<file path="config.mk">
export PLATFORM = sky130hd
export DESIGN_NAME = clhp_port
export DESIGN_NICKNAME = d
export VERILOG_FILES = /design/src/common/clhp_pkg.sv /design/src/core/clhp_port.sv
export SDC_FILE = /design/constraint.sdc
export NUM_CORES = 2
export LEC_CHECK = 0
export BUFFER_PORTS_ARGS = -buffer_cell sky130_fd_sc_hd__clkbuf_2
export CAP_MARGIN = 20
export CORE_MARGIN = 2
export CORE_UTILIZATION = 50
export DETAILED_ROUTE_END_ITERATION = 10
export PLACE_DENSITY = 0.68
export SLEW_MARGIN = 25
export SYNTH_ARGS = -nofsm -noshare
export SYNTH_HDL_FRONTEND = slang
export SYNTH_SLANG_ARGS = --single-unit
</file>
<file path="constraint.sdc">
create_clock -name i_ref_clk -period 4.6 [get_ports i_ref_clk]
set_input_delay 0 -clock i_ref_clk [delete_from_list [all_inputs] [get_ports i_ref_clk]]
set_output_delay 0 -clock i_ref_clk [all_outputs]
set_load 0.03 [all_outputs]
</file>
<file path="src/common/clhp_pkg.sv">
// Notes on behaviour
// - Line and font bits pick glyph size, duty
// - Instruction 01xxxxxx loads pointer, selects glyph memory
// - Instruction 1xxxxxxx loads pointer, selects text memory
// - One-line text addresses run 00H to 4FH
// - Two-line text: 00H-27H and 40H-67H
// - Status read gives busy and pointer
// - Data write stores byte in selected memory
// - Pointer steps after each data write
// - Data read returns byte, parallel only
// - First read without address set is invalid
// - Cursor shift also preloads read latch
// - Pointer steps after each data read
// - Four-bit mode uses upper lines, two transfers
// - Four-bit mode sends high nibble first
// - Busy rises after second nibble only
// - Eight-bit mode moves byte in one transfer
// - Straps select parallel, two-wire or serial
// - Serial uses lines 5, 7, 6 and select
// - Serial clock idles high, data taken rising
// - Direction bit one increments, zero decrements
package clhp_pkg;
  localparam int unsigned CLK_MHZ = 250;
  localparam int unsigned BUSY_US = 37;
  localparam int unsigned BUSY_CYC = BUSY_US * CLK_MHZ;
  localparam logic [6:0] TXT_ONE_LAST = 7'h4F;
  localparam logic [6:0] TXT_L1_LAST = 7'h27;
  localparam logic [6:0] TXT_L2_FIRST = 7'h40;
  localparam logic [6:0] TXT_L2_LAST = 7'h67;
  localparam logic [5:0] GLY_LAST = 6'h3F;
  localparam int unsigned TXT_DEPTH = 128;
  localparam int unsigned GLY_DEPTH = 64;
  localparam int unsigned B_DDR = 7;
  localparam int unsigned B_CGR = 6;
  localparam int unsigned B_FSET = 5;
  localparam int unsigned B_SHIFT = 4;
  localparam int unsigned B_ENTRY = 2;
  localparam int unsigned B_DL = 4;
  localparam int unsigned B_N = 3;
  localparam int unsigned B_F = 2;
  localparam int unsigned B_ID = 1;
  localparam int unsigned B_RL = 2;
  localparam int unsigned B_SC = 3;
  localparam int unsigned SPI_CS = 5;
  localparam int unsigned SPI_CLK = 6;
  localparam int unsigned SPI_DAT = 7;
  localparam logic [3:0] SER_LAST = 4'h7;
  typedef enum logic [1:0] {IF_PAR = 2'h0, IF_I2C = 2'h1, IF_SPI = 2'h2} clhp_if_e;
  typedef enum logic [1:0] {DM_8 = 2'h0, DM_11 = 2'h1, DM_16 = 2'h3} clhp_duty_e;
  typedef struct packed {
    logic rs;
    logic [7:0] byte_val;
  } clhp_xfer_s;
endpackage : clhp_pkg

</file>
<file path="src/core/clhp_port.sv">
`timescale 1ns/1ps
module clhp_port
  import clhp_pkg::*;
(
  input wire logic i_ref_clk, // 250 MHz
  input wire logic i_sys_rst, // Sync reset, high
  input wire logic i_interface_strap_hi, // Strap, high selects serial
  input wire logic i_interface_strap_lo, // Strap, high selects two-wire
  input wire logic i_enable, // Parallel strobe E
  input wire logic i_register_select, // Register select pin
  input wire logic i_read_write, // High read, low write
  input wire logic [7:0] i_data, // Data lines in
  output logic [7:0] o_data, // Data lines out
  output logic [7:0] o_data_oe, // Data lines drive enable
  output logic o_busy_indicator, // Busy
  output logic [6:0] o_address_pointer, // Pointer
  output logic o_glyph_sel, // Glyph memory selected
  output logic o_two_line, // Line-count bit
  output logic [1:0] o_duty, // Duty mode
  output logic o_bus_width_bit, // High eight-bit bus
  output logic [1:0] o_if_mode // Selected interface
);
  logic [1:0] strap_m;
  logic [1:0] strap_s;
  logic [7:0] data_m;
  logic [7:0] data_s;
  logic [2:0] ctl_m;
  logic [2:0] ctl_s;
  logic en_d;
  logic sclk_d;
  always_ff @(posedge i_ref_clk)
  begin
    strap_m <= {i_interface_strap_hi, i_interface_strap_lo};
    strap_s <= strap_m;
    data_m <= i_data;
    data_s <= data_m;
    ctl_m <= {i_enable, i_register_select, i_read_write};
    ctl_s <= ctl_m;
    en_d <= ctl_s[2];
    sclk_d <= data_s[SPI_CLK];
  end

  clhp_if_e if_mode;
  always_comb
  begin
    if (strap_s[1])
      if_mode = IF_SPI;
    else if (strap_s[0])
      if_mode = IF_I2C;
    else
      if_mode = IF_PAR;
  end

  logic [7:0] txt_mem [TXT_DEPTH];
  logic [7:0] gly_mem [GLY_DEPTH];
  logic glyph_sel;
  logic [6:0] ptr;
  logic dir_inc;
  logic two_line;
  logic font_big;
  logic bw8;
  logic busy;
  logic [$clog2(BUSY_CYC+1)-1:0] busy_cnt;
  logic [7:0] rd_latch;
  logic rd_fill;
  logic nib_phase;
  logic [3:0] nib_hi;
  logic [3:0] ser_cnt;
  logic [7:0] ser_sh;
  clhp_xfer_s xfer;
  logic xfer_vld;
  logic rd_step;

  wire en_fall = en_d && !ctl_s[2];
  wire par_act = (if_mode == IF_PAR) && en_fall;
  wire spi_sel = (if_mode == IF_SPI) && !data_s[SPI_CS];
  wire sclk_rise = spi_sel && data_s[SPI_CLK] && !sclk_d;

  // Assembles a whole byte from the parallel or serial path
  always_ff @(posedge i_ref_clk)
  begin
    xfer_vld <= 1'b0;
    rd_step <= 1'b0;
    if (i_sys_rst)
    begin
      nib_phase <= 1'b0;
      nib_hi <= 4'h0;
      ser_cnt <= 4'h0;
      ser_sh <= 8'h00;
      xfer <= '0;
    end
    else
    begin
      if (par_act && !ctl_s[0])
      begin
        if (bw8)
        begin
          xfer <= '{rs: ctl_s[1], byte_val: data_s};
          xfer_vld <= 1'b1;
        end
        else if (!nib_phase)
        begin
          nib_hi <= data_s[7:4];
          nib_phase <= 1'b1;
        end
        else
        begin
          xfer <= '{rs: ctl_s[1], byte_val: {nib_hi, data_s[7:4]}};
          xfer_vld <= 1'b1;
          nib_phase <= 1'b0;
        end
      end
      else if (par_act && ctl_s[0])
      begin
        // Step only after the low nibble of a data read
        if (bw8 || nib_phase)
          rd_step <= ctl_s[1];
        nib_phase <= bw8 ? 1'b0 : !nib_phase;
      end
      if (!spi_sel)
        ser_cnt <= 4'h0;
      else if (sclk_rise)
      begin
        ser_sh <= {ser_sh[6:0], data_s[SPI_DAT]};
        ser_cnt <= (ser_cnt == SER_LAST) ? 4'h0 : ser_cnt + 4'h1;
        if (ser_cnt == SER_LAST)
        begin
          xfer <= '{rs: ctl_s[1], byte_val: {ser_sh[6:0], data_s[SPI_DAT]}};
          xfer_vld <= 1'b1;
        end
      end
    end
  end

  function automatic logic [6:0] step_ptr(input logic [6:0] p, input logic inc,
                                          input logic gly, input logic two);
    logic [6:0] r;
    r = p;
    if (gly)
      r = {1'b0, inc ? p[5:0] + 6'h01 : p[5:0] - 6'h01};
    else if (!two)
    begin
      if (inc)
        r = (p >= TXT_ONE_LAST) ? 7'h00 : p + 7'h01;
      else
        r = (p == 7'h00) ? TXT_ONE_LAST : p - 7'h01;
    end
    else if (inc)
    begin
      if (p == TXT_L1_LAST)
        r = TXT_L2_FIRST;
      else if (p >= TXT_L2_LAST)
        r = 7'h00;
      else
        r = p + 7'h01;
    end
    else
    begin
      if (p == TXT_L2_FIRST)
        r = TXT_L1_LAST;
      else if (p == 7'h00)
        r = TXT_L2_LAST;
      else
        r = p - 7'h01;
    end
    return r;
  endfunction : step_ptr

  wire [7:0] ib = xfer.byte_val;
  wire instr = xfer_vld && !xfer.rs && !busy;
  wire dwr = xfer_vld && xfer.rs;
  wire [7:0] cur_mem = glyph_sel ? gly_mem[ptr[5:0]] : txt_mem[ptr];

  always_ff @(posedge i_ref_clk)
  begin
    if (dwr)
    begin
      if (glyph_sel)
        gly_mem[ptr[5:0]] <= ib;
      else
        txt_mem[ptr] <= ib;
    end
  end

  // Pointer, memory select and mode bits
  always_ff @(posedge i_ref_clk)
  begin
    if (i_sys_rst)
    begin
      ptr <= 7'h00;
      glyph_sel <= 1'b0;
      dir_inc <= 1'b1;
      two_line <= 1'b0;
      font_big <= 1'b0;
      bw8 <= 1'b1;
    end
    else if (instr && ib[B_DDR])
    begin
      ptr <= ib[6:0];
      glyph_sel <= 1'b0;
    end
    else if (instr && ib[B_CGR])
    begin
      ptr <= {1'b0, ib[5:0]};
      glyph_sel <= 1'b1;
    end
    else if (instr && ib[B_FSET])
    begin
      bw8 <= ib[B_DL];
      two_line <= ib[B_N];
      font_big <= ib[B_F];
    end
    else if (instr && ib[B_SHIFT] && !ib[B_SC])
      ptr <= step_ptr(ptr, ib[B_RL], glyph_sel, two_line);
    else if (instr && ib[B_ENTRY] && !ib[B_SC])
      dir_inc <= ib[B_ID];
    else if (dwr || rd_step)
      ptr <= step_ptr(ptr, dir_inc, glyph_sel, two_line);
  end

  // Read latch refills after address set, cursor shift and each read
  always_ff @(posedge i_ref_clk)
  begin
    if (i_sys_rst)
    begin
      rd_latch <= 8'h00;
      rd_fill <= 1'b0;
    end
    else
    begin
      // Refill one cycle after a read step so the latch holds the next byte
      rd_fill <= rd_step;
      if (instr && (ib[B_DDR] || ib[B_CGR] || (ib[B_SHIFT] && !ib[B_SC])))
        rd_latch <= 8'h00;
      else if (busy_cnt == 1 || rd_fill)
        rd_latch <= cur_mem;
    end
  end

  always_ff @(posedge i_ref_clk)
  begin
    if (i_sys_rst)
    begin
      busy <= 1'b0;
      busy_cnt <= '0;
    end
    else if (xfer_vld && !busy)
    begin
      busy <= 1'b1;
      busy_cnt <= ($clog2(BUSY_CYC+1))'(BUSY_CYC);
    end
    else if (busy_cnt != 0)
      busy_cnt <= busy_cnt - 1'b1;
    else
      busy <= 1'b0;
  end

  // Parallel read path: status or data, nibble by nibble in four-bit mode
  always_ff @(posedge i_ref_clk)
  begin
    if (i_sys_rst)
    begin
      o_data <= 8'h00;
      o_data_oe <= 8'h00;
    end
    else
    begin
      logic [7:0] rv;
      rv = ctl_s[1] ? rd_latch : {busy, ptr};
      if ((if_mode == IF_PAR) && ctl_s[0] && ctl_s[2])
      begin
        o_data <= (bw8 || !nib_phase) ? rv : {rv[3:0], 4'h0};
        o_data_oe <= bw8 ? 8'hFF : 8'hF0;
      end
      else
        o_data_oe <= 8'h00;
    end
  end

  always_ff @(posedge i_ref_clk)
  begin
    if (i_sys_rst)
    begin
      o_busy_indicator <= 1'b0;
      o_address_pointer <= 7'h00;
      o_glyph_sel <= 1'b0;
      o_two_line <= 1'b0;
      o_duty <= DM_8;
      o_bus_width_bit <= 1'b1;
      o_if_mode <= IF_PAR;
    end
    else
    begin
      o_busy_indicator <= busy;
      o_address_pointer <= ptr;
      o_glyph_sel <= glyph_sel;
      o_two_line <= two_line;
      o_duty <= two_line ? DM_16 : (font_big ? DM_11 : DM_8);
      o_bus_width_bit <= bw8;
      o_if_mode <= if_mode;
    end
  end
endmodule : clhp_port

</file>
==> run_results.csv <==
group,metric,value,unit
clock_network,cts_tree,"built",
clock_network,cts_root_buffer,"clkbuf_16",
grt,grt_pass1_vias,32186,
power_and_ir_drop,powerDensity,423,nW/µm²
detailed_routing,ant_nets,0,
layout,layout-drive-gt1-share,0.232,
detailed_routing,firstDrtPassIters,7,
grt,grt_max_degree,98,
floorplanning,rows,131,
setup_path,cp_num_buf_inv,3,
setup_path,cp_top_family,"compound AO/OA/AOI/OAI gates",
logic_synthesis,synth-seq-cells,1658,
sta,min_period_over_period,0.831,
logic_synthesis,ys_warn_count,0,
logic_synthesis,avgSynthCellArea,19.6,µm²
setup_path,cp_max_fo,28,
clock_network,cts_resized,0,
setup_path,cpPeakStageDelay,690,ps
sta,period_minus_slack,3820,ps
layout,num_antenna_cells,0,
clock_network,cts.sinks,1658,
placed_design,gp_congestion,0.912,
sta,drv_slew,0,
setup_path,critPathArrivalTime,4520,ps
sta,hold_viol,0,
grt,antenna_found_initial,2,
logic_synthesis,mappedNetlistArea,64600,µm²
setup_path,start_kind,"flop",
floorplanning,die-area,132000,µm²
logic_synthesis,synth_nets,3325,
setup_path,cp_slowest_cell,"dfxtp_4",
logic_synthesis,yosysUniqueCellTypes,72,
sta,rsz0062_at_grt,"false",
setup_path,path_cells,"buf_12 > buf_4 > clkinv_1 > mux2i_1 > a221oi_1 > o21ai_0 > nand2_1 > a32oi_1 > a211oi_1",
clock_network,ctsHoldBuffers,27,
setup_path,cp.depth,9,
detailed_routing,wl_per_cell,29.8,µm
placed_design,io_buffers,45,
setup_path,r2r_cells,9,
logic_synthesis,synth-main-ff-cell,"edfxtp_1",
floorplanning,core,128000,µm²
flow_run,max_cap_violations,0,
clock_network,max-clock-path-buffers,3,
hold_path,whs_path_depth,0,
setup_path,cp-end-kind,"flop",
sta,worst_slew_pin_slew,1050,ps
placed_design,placedCellCount,4907,
logic_synthesis,seq_area_frac_synth,0.752,
clock_network,htree_levels,4,
layout,syn_to_final_growth,12.0,%
clock_network,cts_buffers,162,
logic_synthesis,synth_edf_count,1536,
sta,max_freq,262,MHz
detailed_routing,route.detailed.drc,0,
power_and_ir_drop,p_leak,22.3,nW
sta,setup_viol,0,
floorplanning,fp.dieH,363,µm
setup_path,required,5300,ps
detailed_routing,routed_wl,156000,µm
hold_path,hp-class,"reg -> reg",
floorplanning,ioPinCount,46,
floorplanning,start_util,0.505,
layout,layout.nets,3458,
detailed_routing,num_vias,32950,
setup_path,path_class,"reg -> reg",
run_status,status,"finished clean",
grt,grt_pass1_wl,227000,µm
clock_network,clk_pin_slew,60,ps
clock_network,worstSkewPairLatency,790,ps
sta,final.setup_skew,22.0,ps
floorplanning,die_w,363,µm
grt,grt_usage,0.238,
grt,grt-ovfl-total,0,
power_and_ir_drop,vdd_ir_drop_max,0.000425,V
detailed_routing,via_per_inst,6.30,
logic_synthesis,synthCells,3304,
clock_network,post_cts_buffers,0,
sta,fin_setup_tns,0,ps
placed_design,hpwl,95100,µm
logic_synthesis,ys_async_sr_fraction,0,
layout,final_cells,5229,
layout,nFillCells,9370,
sta,maxSlewHeadroom,0.299,
detailed_routing,drt-initial-drc-count,4566,
per-stage QoR:
step | instance area (µm²) | worst slack, ps | hold WS, ps | utilization | total power (W)
floorplan | 64600 | 283 | 27.7 | - | 0.0174
global placement | 66800 | 1020 | 105 | 0.523 | 0.0177
detailed placement | 66800 | 878 | 105 | 0.523 | 0.0177
CTS | 72300 | 863 | 325 | 0.566 | 0.0307
global route | 72400 | 749 | 325 | 0.566 | 0.0314
finish | 72400 | 778 | 325 | 0.566 | 0.0306
layout make-up:
cell class,instances,area [µm²],share of cell area
Clock buffer,202,4340,0.0600
Tap cell,1662,2080,0.0287
Multi-Input combinational cell,1427,14900,0.206
Clock inverter,92,901,0.0125
Timing Repair Buffer,173,1440,0.0199
Inverter,15,56.3,0.000778
Sequential cell,1658,48600,0.672
cell families after synthesis:
kind of cell | count (synthesis) | share of synthesized area
AO/OA/AOI/OAI | 278 | 0.0296
XOR/XNOR | 18 | 0.00244
adder cells (fa/ha/maj) | 6 | 0.00116
buffers and inverters | 219 | 0.0177
flip-flops | 1658 | 0.752
multiplexers | 511 | 0.154
AND/OR/NAND/NOR | 614 | 0.0435
final timing paths:
check / startpoint / to / slack [ps]
setup / recovery: flop / rd_latch[3] / 780
hold / removal: data_m[3] / data_s[3] / 320
setup reg to reg: flop / rd_latch[3] / 780
hold reg to reg: data_m[3] / data_s[3] / 320
worst reg2reg max path, delay by kind of cell (launching register included):
kind                   cells  cell delay [ps]
flip-flops                 1              690
multiplexers               1              290
buffers and inverters      3             1160
AO/OA/AOI/OAI              4             1330
AND/OR/NAND/NOR            1              260
where the power goes:
| group | total, W | internal, W | switching [W] |
|---|---|---|---|
| clock network | 0.0131 | 0.00754 | 0.00561 |
| logic | 0.000912 | 0.000353 | 0.000558 |
| registers | 0.0165 | 0.0164 | 0.000147 |
sequential cells by signal, indices dropped and copies added, names as in the netlist, 2 cells and up, named ones only:
signal	count
o_data	8
strap_s	2
ctl_s	3
gly_mem	512
o_data_oe	2
data_m	8
ctl_m	3
o_address_pointer	7
ser_sh	7
o_if_mode	2
data_s	8
ser_cnt	4
ptr	7
rd_latch	8
txt_mem	1024
ib	8
nib_hi	4
busy_cnt	14
strap_m	2
cell usage after synthesis (all sizes together) (3+ instances only):
| library cell | instances | area (µm²) |
|---|---|---|
| xnor2 | 7 | 61.3 |
| a22o | 12 | 105 |
| nand3b | 6 | 45.0 |
| nand2 | 99 | 372 |
| o31a | 3 | 26.3 |
| nor3 | 49 | 245 |
| o31ai | 3 | 22.5 |
| nand2b | 22 | 138 |
| nor2b | 31 | 194 |
| nand4 | 10 | 62.6 |
| o211ai | 10 | 75.1 |
| o21ai | 26 | 130 |
| o21a | 3 | 22.5 |
| a221oi | 6 | 52.6 |
| or4 | 3 | 30.0 |
| dfxtp | 122 | 2440 |
| clkbuf | 86 | 324 |
| xor2 | 11 | 96.3 |
| a21oi | 66 | 330 |
| a32oi | 3 | 26.3 |
| mux4 | 383 | 8630 |
| and2 | 5 | 31.3 |
| edfxtp | 1536 | 46100 |
| o221ai | 10 | 87.6 |
| inv | 13 | 48.8 |
| buf | 118 | 766 |
| a222oi | 5 | 50.1 |
| mux2i | 107 | 1070 |
| a31oi | 9 | 56.3 |
| or3 | 10 | 62.6 |
| ha | 6 | 75.1 |
| mux2 | 21 | 236 |
| nand3 | 57 | 285 |
| nor3b | 3 | 22.5 |
| a311oi | 4 | 35.0 |
| nor2 | 291 | 1100 |
| a211oi | 17 | 128 |
| or2 | 12 | 75.1 |
| nor4 | 11 | 105 |
| a22oi | 61 | 458 |
| o22ai | 21 | 131 |
placed cells by master (no fill, tap or decap), drive strengths merged, types with 6 or more instances in the layout:
cell type / count
or3: 10
mux2i: 107
o22ai: 21
inv: 18
clkinv: 68
nor2: 291
dlygate4sd3: 27
a22oi: 61
clkinvlp: 6
xnor2: 7
a221oi: 6
nor4: 11
a21oi: 66
dfxtp: 122
nor2b: 31
nand2b: 22
or2: 12
xor2: 11
nand3: 57
o211ai: 10
a211oi: 17
a31oi: 9
nor3: 49
edfxtp: 1536
mux2: 21
bufinv: 15
clkbuf: 247
ha: 6
a22o: 12
mux4: 383
nand3b: 6
nand2: 99
o221ai: 10
o21ai: 26
buf: 101
nand4: 10
metal layers:
metal / track usage / wire [µm] / part of all wire / vias to the layer above
li1: - / - / - / 13724
met5: 0 / 13 / 0.000084 / -
met3: 0.0491 / 14900 / 0.096 / 277
met4: 0.0783 / 4810 / 0.031 / 2
met1: 0.349 / 63600 / 0.41 / 17205
met2: 0.359 / 72300 / 0.46 / 1742
(Power assumes the default switching activity.)
